**src/swpm_pkg.sv**
```systemverilog
// Package: constants and types for the switch power mode controller
package swpm_pkg;
  // Clock rate
  localparam int CLK_MHZ = 40;

  // Register offsets
  localparam logic [7:0] ADDR_PORT1_CTRL = 8'h1d;
  localparam logic [7:0] ADDR_PORT2_CTRL = 8'h2d;
  localparam logic [7:0] ADDR_MODE_CTRL = 8'hc3;
  localparam logic [7:0] ADDR_IDLE_DELAY = 8'hc4;

  // Field positions
  localparam int MODE_LSB = 4;
  localparam int PORT_PD_BIT = 3;

  // Reset values
  localparam logic [7:0] PORT_CTRL_RST = 8'h00;
  localparam logic [7:0] MODE_CTRL_RST = 8'h00;
  localparam logic [7:0] IDLE_DELAY_RST = 8'h10;

  // Power mode codes
  localparam logic [1:0] MODE_NORMAL = 2'h0;
  localparam logic [1:0] MODE_ENERGY = 2'h1;
  localparam logic [1:0] MODE_SOFT_PD = 2'h2;
  localparam logic [1:0] MODE_SAVE = 2'h3;

  // Timing
  localparam int PULSE_NS = 120;
  localparam int PULSE_PERIOD_MS = 1000;
  localparam int IDLE_TICK_US = 1000;
  localparam int PULSE_CYC = (PULSE_NS * CLK_MHZ + 999) / 1000;
  localparam int PULSE_PERIOD_CYC = PULSE_PERIOD_MS * 1000 * CLK_MHZ;
  localparam int IDLE_TICK_CYC = IDLE_TICK_US * CLK_MHZ;

  // Sequencer states
  typedef enum logic [2:0] {
    ST_NORMAL = 3'h0,
    ST_ED_ON = 3'h1,
    ST_ED_LOW = 3'h2,
    ST_SOFT_PD = 3'h3,
    ST_SAVE_OFF = 3'h4,
    ST_SAVE_ON = 3'h5,
    ST_HW_PD = 3'h6
  } swpm_state_t;

  // Power enables of the internal function blocks
  typedef struct packed {
    logic pll_clk;
    logic mac;
    logic host_if;
    logic phy_tx;
    logic phy_rx;
    logic energy_det;
  } swpm_pwr_t;

  localparam swpm_pwr_t PWR_FULL = 6'h3e;
  localparam swpm_pwr_t PWR_ED_ON = 6'h3f;
  localparam swpm_pwr_t PWR_ED_LOW = 6'h01;
  localparam swpm_pwr_t PWR_SAVE = 6'h3c;
  localparam swpm_pwr_t PWR_OFF = 6'h00;

  // Host register request
  typedef struct packed {
    logic req;
    logic wr;
    logic [7:0] addr;
    logic [7:0] wdata;
  } swpm_host_req_t;
endpackage

```
**src/swpm_ctrl.sv**
```systemverilog
// Power mode sequencer of a three-port switch with integrated PHYs
// Function
// RULE1 - Mode field codes 00 to 11 select normal, energy, soft off, saving.
// RULE2 - While hw_power_down_n is low every internal block is powered down.
// RULE3 - After reset the mode field reads 00, normal operation.
// RULE4 - Normal mode keeps clocks, PHY and MAC on and serves host accesses.
// RULE5 - From normal operation the host may write any other mode code.
// RULE6 - In energy detect, no energy beyond the idle delay enters low power.
// RULE7 - Low power turns off all but the receiver's energy detector.
// RULE8 - In low power a 120 ns pulse is sent once per second; the code's pulse is 5 clocks wide, 125 ns at 40 MHz.
// RULE9 - Cable energy in low power returns to energy detect normal state.
// RULE10 - The energy detect normal state can fully transmit and receive.
// RULE11 - Soft power down stops clocks, PHY and MAC and keeps registers.
// RULE12 - Any host access wakes soft power down back to normal operation.
// RULE13 - Power saving needs its code, auto-negotiation on and no cable.
// RULE14 - Power saving keeps all on except the unused PHY receiver block.
// RULE15 - Link activity during power saving powers the PHY receiver back up.
// RULE16 - Bit 3 of a port control register powers that PHY port down alone.
// RULE17 - The idle delay tick period is a design parameter.
`timescale 1ns/1ps
module swpm_ctrl
#(
  parameter int IDLE_TICK_CYCLES = swpm_pkg::IDLE_TICK_CYC,
  parameter int PULSE_PERIOD_CYCLES = swpm_pkg::PULSE_PERIOD_CYC
)
(
  // Clock and reset
  input wire logic clk,
  input wire logic reset_n,
  // Power-down pin and line status
  input wire logic hw_power_down_n,
  input wire logic cable_energy,
  input wire logic link_activity,
  input wire logic cable_connected,
  input wire logic autoneg_en,
  // Host register port
  input wire swpm_pkg::swpm_host_req_t host,
  output logic host_ack,
  output logic [7:0] host_rdata,
  // Power controls
  output swpm_pkg::swpm_pwr_t pwr,
  output logic [1:0] port_phy_pd,
  output logic ed_pulse,
  output swpm_pkg::swpm_state_t state
);
  import swpm_pkg::*;

  logic [7:0] port1_control_power;
  logic [7:0] port2_control_power;
  logic [7:0] power_mode_control;
  logic [7:0] idle_entry_delay;
  logic [1:0] mode;
  logic host_ok;
  logic take;
  logic soft_wake;
  logic no_cable;
  swpm_state_t next_state;
  logic [8:0] idle_cnt;
  logic idle_tick;
  logic period_tick;
  logic [2:0] pulse_cnt;

  // Parameters the dividers cannot serve
  generate
    if (IDLE_TICK_CYCLES < 2 || PULSE_PERIOD_CYCLES <= PULSE_CYC)
    begin : g_bad_param
      $error("swpm_ctrl: tick or pulse period too short");
    end
  endgenerate

  // Mode field and request qualification
  assign mode = power_mode_control[MODE_LSB +: 2]; // [RULE1]
  assign host_ok = hw_power_down_n && (state == ST_NORMAL ||
    state == ST_ED_ON || state == ST_SAVE_OFF || state == ST_SAVE_ON);
  assign take = host.req && host_ok; // [RULE4]
  assign soft_wake = hw_power_down_n && state == ST_SOFT_PD && host.req;
  assign no_cable = autoneg_en && !cable_connected;

  // Enables for each sequencer state
  function automatic swpm_pwr_t pwr_of(input swpm_state_t s);
    case (s)
      ST_NORMAL: pwr_of = PWR_FULL; // [RULE4]
      ST_ED_ON: pwr_of = PWR_ED_ON; // [RULE10]
      ST_ED_LOW: pwr_of = PWR_ED_LOW; // [RULE7]
      ST_SOFT_PD: pwr_of = PWR_OFF; // [RULE11]
      ST_SAVE_OFF: pwr_of = PWR_SAVE; // [RULE14]
      ST_SAVE_ON: pwr_of = PWR_FULL;
      ST_HW_PD: pwr_of = PWR_OFF; // [RULE2]
      default: pwr_of = PWR_OFF;
    endcase
  endfunction

  // Next state; the pin overrides every mode
  always_comb
  begin
    next_state = state;
    if (!hw_power_down_n)
    begin
      next_state = ST_HW_PD; // [RULE2]
    end
    else
    begin
      case (state)
        ST_HW_PD: next_state = ST_NORMAL;
        ST_NORMAL:
        begin
          case (mode) // [RULE1] [RULE5]
            MODE_ENERGY: next_state = ST_ED_ON;
            MODE_SOFT_PD: next_state = ST_SOFT_PD;
            MODE_SAVE:
              if (no_cable) next_state = ST_SAVE_OFF; // [RULE13]
            default: next_state = ST_NORMAL;
          endcase
        end
        ST_ED_ON:
        begin
          if (mode != MODE_ENERGY) next_state = ST_NORMAL;
          else if (!cable_energy && idle_cnt > {1'b0, idle_entry_delay})
            next_state = ST_ED_LOW; // [RULE6]
        end
        ST_ED_LOW:
          if (cable_energy) next_state = ST_ED_ON; // [RULE9]
        ST_SOFT_PD:
          if (host.req) next_state = ST_NORMAL; // [RULE12]
        ST_SAVE_OFF:
        begin
          if (mode != MODE_SAVE) next_state = ST_NORMAL;
          else if (link_activity) next_state = ST_SAVE_ON; // [RULE15]
        end
        ST_SAVE_ON:
        begin
          if (mode != MODE_SAVE) next_state = ST_NORMAL;
          else if (no_cable && !link_activity)
            next_state = ST_SAVE_OFF; // [RULE13]
        end
        default: next_state = ST_NORMAL;
      endcase
    end
  end

  // State and block enables; enables are registered beside the state
  always_ff @(posedge clk or negedge reset_n)
  begin
    if (!reset_n)
    begin
      state <= ST_NORMAL;
      pwr <= PWR_FULL;
    end
    else
    begin
      state <= next_state;
      pwr <= pwr_of(next_state);
    end
  end

  // Register writes; while the host side is off only a soft power down wake access changes the register, clearing the mode field [RULE11]
  always_ff @(posedge clk or negedge reset_n)
  begin
    if (!reset_n)
    begin
      port1_control_power <= PORT_CTRL_RST;
      port2_control_power <= PORT_CTRL_RST;
      power_mode_control <= MODE_CTRL_RST; // [RULE3]
      idle_entry_delay <= IDLE_DELAY_RST;
    end
    else if (soft_wake)
    begin
      power_mode_control[MODE_LSB +: 2] <= MODE_NORMAL; // [RULE12]
    end
    else if (take && host.wr)
    begin
      case (host.addr)
        ADDR_PORT1_CTRL: port1_control_power <= host.wdata;
        ADDR_PORT2_CTRL: port2_control_power <= host.wdata;
        ADDR_MODE_CTRL: power_mode_control <= host.wdata; // [RULE5]
        ADDR_IDLE_DELAY: idle_entry_delay <= host.wdata;
        default: ;
      endcase
    end
  end

  // Read data and acknowledge; unmapped offsets read as zero
  always_ff @(posedge clk or negedge reset_n)
  begin
    if (!reset_n)
    begin
      host_ack <= 1'b0;
      host_rdata <= 8'h00;
    end
    else
    begin
      host_ack <= take; // [RULE4]
      if (take && !host.wr)
      begin
        case (host.addr)
          ADDR_PORT1_CTRL: host_rdata <= port1_control_power;
          ADDR_PORT2_CTRL: host_rdata <= port2_control_power;
          ADDR_MODE_CTRL: host_rdata <= power_mode_control;
          ADDR_IDLE_DELAY: host_rdata <= idle_entry_delay;
          default: host_rdata <= 8'h00;
        endcase
      end
    end
  end

  // Per-port PHY power down, independent of the global mode
  always_ff @(posedge clk or negedge reset_n)
  begin
    if (!reset_n)
    begin
      port_phy_pd <= 2'h0;
    end
    else
    begin
      port_phy_pd <= {port2_control_power[PORT_PD_BIT],
        port1_control_power[PORT_PD_BIT]}; // [RULE16]
    end
  end

  // Idle tick divider; its period is a parameter as the unit is open
  swpm_tick_div #(
    .PERIOD(IDLE_TICK_CYCLES) // [RULE17]
  ) u_idle_div (
    .clk(clk),
    .reset_n(reset_n),
    .run(state == ST_ED_ON && !cable_energy),
    .tick(idle_tick)
  );

  // Idle time counter; one bit wider so "longer than 255" is reachable
  always_ff @(posedge clk or negedge reset_n)
  begin
    if (!reset_n)
    begin
      idle_cnt <= 9'h000;
    end
    else if (state != ST_ED_ON || cable_energy)
    begin
      idle_cnt <= 9'h000; // [RULE6]
    end
    else if (idle_tick && idle_cnt != 9'h1ff)
    begin
      idle_cnt <= idle_cnt + 9'h001;
    end
  end

  // One-second period for the low-power pulse
  swpm_tick_div #(
    .PERIOD(PULSE_PERIOD_CYCLES)
  ) u_pulse_div (
    .clk(clk),
    .reset_n(reset_n),
    .run(state == ST_ED_LOW),
    .tick(period_tick)
  );

  // Pulse width counter; a started pulse always runs its full width
  always_ff @(posedge clk or negedge reset_n)
  begin
    if (!reset_n)
    begin
      pulse_cnt <= 3'h0;
      ed_pulse <= 1'b0;
    end
    else if (period_tick && pulse_cnt == 3'h0)
    begin
      pulse_cnt <= 3'(PULSE_CYC); // [RULE8]
      ed_pulse <= 1'b1;
    end
    else if (pulse_cnt > 3'h1)
    begin
      pulse_cnt <= pulse_cnt - 3'h1;
      ed_pulse <= 1'b1;
    end
    else
    begin
      pulse_cnt <= 3'h0;
      ed_pulse <= 1'b0;
    end
  end
endmodule

```
**src/swpm_tick_div.sv**
```systemverilog
// Divider that gives a one-cycle enable every PERIOD cycles while run
`timescale 1ns/1ps
module swpm_tick_div
#(
  parameter int PERIOD = 4
)
(
  // Clock and reset
  input wire logic clk,
  input wire logic reset_n,
  // Control
  input wire logic run,
  // Enable pulse
  output logic tick
);
  localparam int W = $clog2(PERIOD);

  logic [W-1:0] count;

  // A period below two cycles cannot give a separate tick
  generate
    if (PERIOD < 2)
    begin : g_bad_period
      $error("swpm_tick_div: PERIOD must be at least 2");
    end
  endgenerate

  // Restart from zero whenever run drops, so the first tick is a full period
  always_ff @(posedge clk or negedge reset_n)
  begin
    if (!reset_n)
    begin
      count <= '0;
      tick <= 1'b0;
    end
    else if (!run)
    begin
      count <= '0;
      tick <= 1'b0;
    end
    else if (count == W'(PERIOD - 1))
    begin
      count <= '0;
      tick <= 1'b1;
    end
    else
    begin
      count <= count + 1'b1;
      tick <= 1'b0;
    end
  end
endmodule

```
**config.mk**
```make
export PLATFORM = sky130hd
export DESIGN_NAME = swpm_ctrl
export DESIGN_NICKNAME = d
export VERILOG_FILES = /design/src/swpm_pkg.sv /design/src/swpm_ctrl.sv /design/src/swpm_tick_div.sv
export SDC_FILE = /design/constraint.sdc
export NUM_CORES = 1
export LEC_CHECK = 0
export BUFFER_PORTS_ARGS = -buffer_cell sky130_fd_sc_hd__buf_2
export CAP_MARGIN = 40
export CORE_ASPECT_RATIO = 1.2
export CORE_UTILIZATION = 54
export DETAILED_ROUTE_END_ITERATION = 12
export PLACE_DENSITY = 0.76
export SLEW_MARGIN = 20
export SYNTH_ARGS = -nofsm -noshare
export SYNTH_HDL_FRONTEND = slang
export SYNTH_SLANG_ARGS = --single-unit
export TNS_END_PERCENT = 1
```
**constraint.sdc**
```tcl
create_clock -name clk -period 1.8 [get_ports clk]
set_input_delay 0.18 -clock clk [delete_from_list [all_inputs] [get_ports clk]]
set_output_delay 0.18 -clock clk [all_outputs]
set_load 0.01 [all_outputs]
```
==> metrics.md <==
| Metric | Value |
|---|---|
| Initial antenna violation count | `0` |
| Crit-path cells | `inv_2 > ha_4 > nand2_2 > a211o_1 > a311o_1 > a32oi_2 > xor2_1 > nor2_1` |
| Total GRT Usage | `0.232` |
| Grt ovf | `0` |
| Top Ports | `46` |
| DRT Pass-1 Iters | `4` |
| Avg Vias per Cell | `5.48` |
| Worst skew pair latency | `between 300 and 400 ps` |
| Starting density of the core | `0.565` |
| PortBufs | `between 40 and 50` |
| Clock group share of total power | `0.377` |
| Die Ht | `between 100 and 150 um` |
| Width of the die | `91.4 um` |
| Layout cells sized above 1 | `0.333` |
| Final GP Congestion | `0.881` |
| Net Switching | `between 0.9 and 1 mW` |
| Clock transition at path regs | `100 ps` |
| DP HPWL | `7930 um` |
| Syn Inst Count | `about 480` |
| Hold path start | `host[1]` |
| Metal2 WL | `5560 um` |
| DR WL/cell | `roughly 15 um` |
| Post-layout min period | `2180 ps` |
| Slew margin rel. | `0.691` |
| WP data required | `~2100 ps` |
| Worst Hold Class | `input pin to flip-flop` |
| Met1 wire length | `4590 um` |
| Num CTS Buffers | `9` |
| CP max-delay cell | `dfstp_2` |
| Synth top area cells | `dfrtp_1, xor2_1, mux2_2` |
| R2R Path Start | `idle_entry_delay[4]$_DFFE_PN1P_` |
| Sequential fraction of the synthesis area | `0.512` |
| Clock Skews | `11.2 ps` |
| Logic pwr share | `0.060` |
| Leakage | `3.03 nW` |
| Final worst slack | `-384 ps` |
| Final setup viols | `32` |
| Synth Register Bits | `106` |
| Number of flops mapped to enable cells by yosys | `0` |
| Wirelength, routed | `10,800 um` |
| P&R area growth vs syn | `22.2%` |
| Slew Viols, Final | `0` |
| CP max FO | `2` |
| Clk sink count | `106` |
| Critical path class | `flip-flop to flip-flop` |
| Routed Antenna Nets | `0` |
| Critical path startpoint category | `flip-flop` |
| Final design instance area without fill | `6330 sq um` |
| Crit share post-route | `1.21` |
| Remaining DRCs | `0` |
| Placed cell areas | `6010 sq um` |
| Via count | `roughly 3,900` |
| Worst VDD drop | `~0.37 mV` |
| Syn Nets | `514` |
| Sequential power share | `0.563` |
| Yosys warns | `0` |
| Core area | `9180 sq um` |
| Hold WS | `about 54 ps` |
| Routed length on met3 | `388 um` |
| Number of nets in the final layout | `622` |
| Synth Flop Type | `dfrtp_1` |
| Critical Path AT | `2440 ps` |
| Post-Place Cells | `690` |
| CTS Buffer Depth | `2` |
| Status | `finished, violations left` |
| Post-synth ARST share | `1.00` |
| Largest net degree at the start of global routing | `36` |
| Avg Inst Size Synth | `around 11 sq um` |
| Global-route wire length before repair | `between 15,000 and 20,000 um` |
| Post-Syn Area | `about 5200 sq um` |
| H-Tree Depth | `3` |
| Sw Ratio | `0.224` |
| Max incr delay on CP | `550 ps` |
| Final hold vios | `0` |
| CTS root buf | `clkbuf_8` |
| Core Rows | `38` |
| RSZ-0062 raised after global routing | `true` |
| Max layer used | `met4` |
| Int Power | `around 3.3 mW` |
| Failing checks | `setup timing` |
| Post-route insts no fill | `708` |
| Yosys top cell by area | `dfrtp_1` |
| Vias in the first global route | `3,970` |
| Die area | `10000 sq um` |
| Pwr Total | `4.29 mW` |
| Distinct cell type count after synthesis | `61` |
| Antenna Diode Count | `0` |
| Post-Place Worst Slack | `-308 ps` |
| Worst slew pin tran | `463 ps` |
| Iteration-0 DRC Markers | `165` |
| PD cells | `678 nW/um^2` |
| Max Fclk | `458 MHz` |
| MaxCap Viol Count | `0` |
| Crit end category | `flip-flop` |
| CP Launch Point | `idle_entry_delay[4]$_DFFE_PN1P_` |
| TritonCTS clock tree | `built` |
| Synth top area share | `0.497` |
## placed cells by master, fill, tap and decap left out, types with 3 or more instances in the layout
master / n
nand2_1: 35
inv_1: 16
and3_1: 8
a21oi_1: 4
dfstp_2: 3
o21ai_0: 13
a22oi_1: 16
dfrtp_1: 103
nand2_2: 3
inv_2: 3
ha_1: 11
xnor2_1: 16
o21ai_1: 3
mux2_2: 23
or3_1: 3
xor2_1: 31
a22o_1: 8
nand3_1: 19
and2_1: 3
nor2_1: 57
clkbuf_8: 10
buf_2: 44
ha_4: 3
nand4_1: 14
buf_4: 61
buf_12: 5
nand2b_1: 4
nor2_2: 11
nor3_1: 5
nor4b_2: 3
## path summary, 6_finish.rpt
path	to	slack [ps]	depth (start not counted)
hold reg to reg	port_phy_pd[0]$_DFF_PN0_	420	0
setup reg to reg	pwr[0]$_DFF_PN0_	-380	8
setup / recovery	pwr[0]$_DFF_PN0_	-380	8
hold / removal	idle_entry_delay[1]$_DFFE_PN0P_	50	3
min in group asynchronous	pulse_cnt[2]$_DFF_PN0_	290	2
max in group asynchronous	u_pulse_div.count[2]$_DFF_PN0_	880	3
## power groups by stage
| stage | sequential, mW | combinational, mW | clock, mW |
|---|---|---|---|
| 2_1_floorplan | 2.47 | 0.0965 | 0 |
| 3_3_place_gp | 2.46 | 0.245 | 0 |
| 3_5_place_dp | 2.46 | 0.252 | 0 |
| 4_1_cts | 2.42 | 0.256 | 1.66 |
| 5_1_grt | 2.42 | 0.282 | 1.76 |
| 6_report | 2.42 | 0.256 | 1.62 |
## worst max-delay path: cells and delay by family (launching register included)
| kind | cells | cell delay [ps] |
|---|---|---|
| adders and majority gates | 1 | 260 |
| xor gates and xnor gates | 1 | 190 |
| AOI/OAI and AO/OA | 3 | 910 |
| and+or+nand+nor | 2 | 120 |
| DFF | 1 | 550 |
| buffers and inverters | 1 | 50 |
## area by class of cell
class | count | area, sq um
fillers | 667 | 2840
flip-flops and latches | 106 | 2660
multi-input cells | 335 | 2440
repair buffers | 112 | 800
well taps | 120 | 150
clock buffers | 12 | 145
clock inverters | 4 | 73.8
inverters | 19 | 71.3
## synthesized netlist by cell type, drive strengths merged, types with 6 or more instances
cell type	count
mux2	23
ha	14
nand2	39
nand3	21
dfrtp	103
buf	12
and3	11
nor3	6
inv	19
a22o	8
xor2	31
nand4	15
a22oi	16
xnor2	16
o21ai	16
nor2	70
## sequential cells by signal, indices dropped and copies added (netlist names)
signal               count
pulse_cnt                3
host_ack                 1
host_rdata               8
ed_pulse                 1
u_pulse_div.tick         1
idle_cnt                 9
u_idle_div.count        16
u_idle_div.tick          1
power_mode_control       8
u_pulse_div.count       26
pwr                      3
idle_entry_delay         8
port2_control_power      8
state                    3
port_phy_pd              2
port1_control_power      8
## cell families after synthesis
kind of cell / count (synthesis) / share of synthesized area
and+or+nand+nor: 196 / 0.216
DFF: 106 / 0.512
AOI/OAI and AO/OA: 53 / 0.0698
xor gates and xnor gates: 47 / 0.0794
buffers and inverters: 34 / 0.0350
muxes: 25 / 0.0538
adders and majority gates: 14 / 0.0338
## metrics by stage
stage / TNS, ps / utilization
finish: -2090 / 0.690
CTS: -1870 / 0.683
global placement: -2260 / 0.655
detailed placement: -3050 / 0.655
floorplan: -1660 / -
global route: -4320 / 0.690
## metal layers
| metal | vias to the layer above | global-route usage |
|---|---|---|
| li1 | 1863 | - |
| met4 | 0 | 0.0998 |
| met3 | 21 | 0.0560 |
| met2 | 80 | 0.419 |
| met1 | 1914 | 0.262 |
| met5 | - | 0 |
## what timing repair did
item / in CTS / in global routing
endpoints found under the hold margin: 30 / 0
gates resized for setup: 5 / 11
hold buffers: 1 / 0
pin swaps: 4 / 10
setup buffers: 0 / 1
setup endpoints to repair: 34 / 40
No activity file was read; power rests on OpenSTA's default activity.
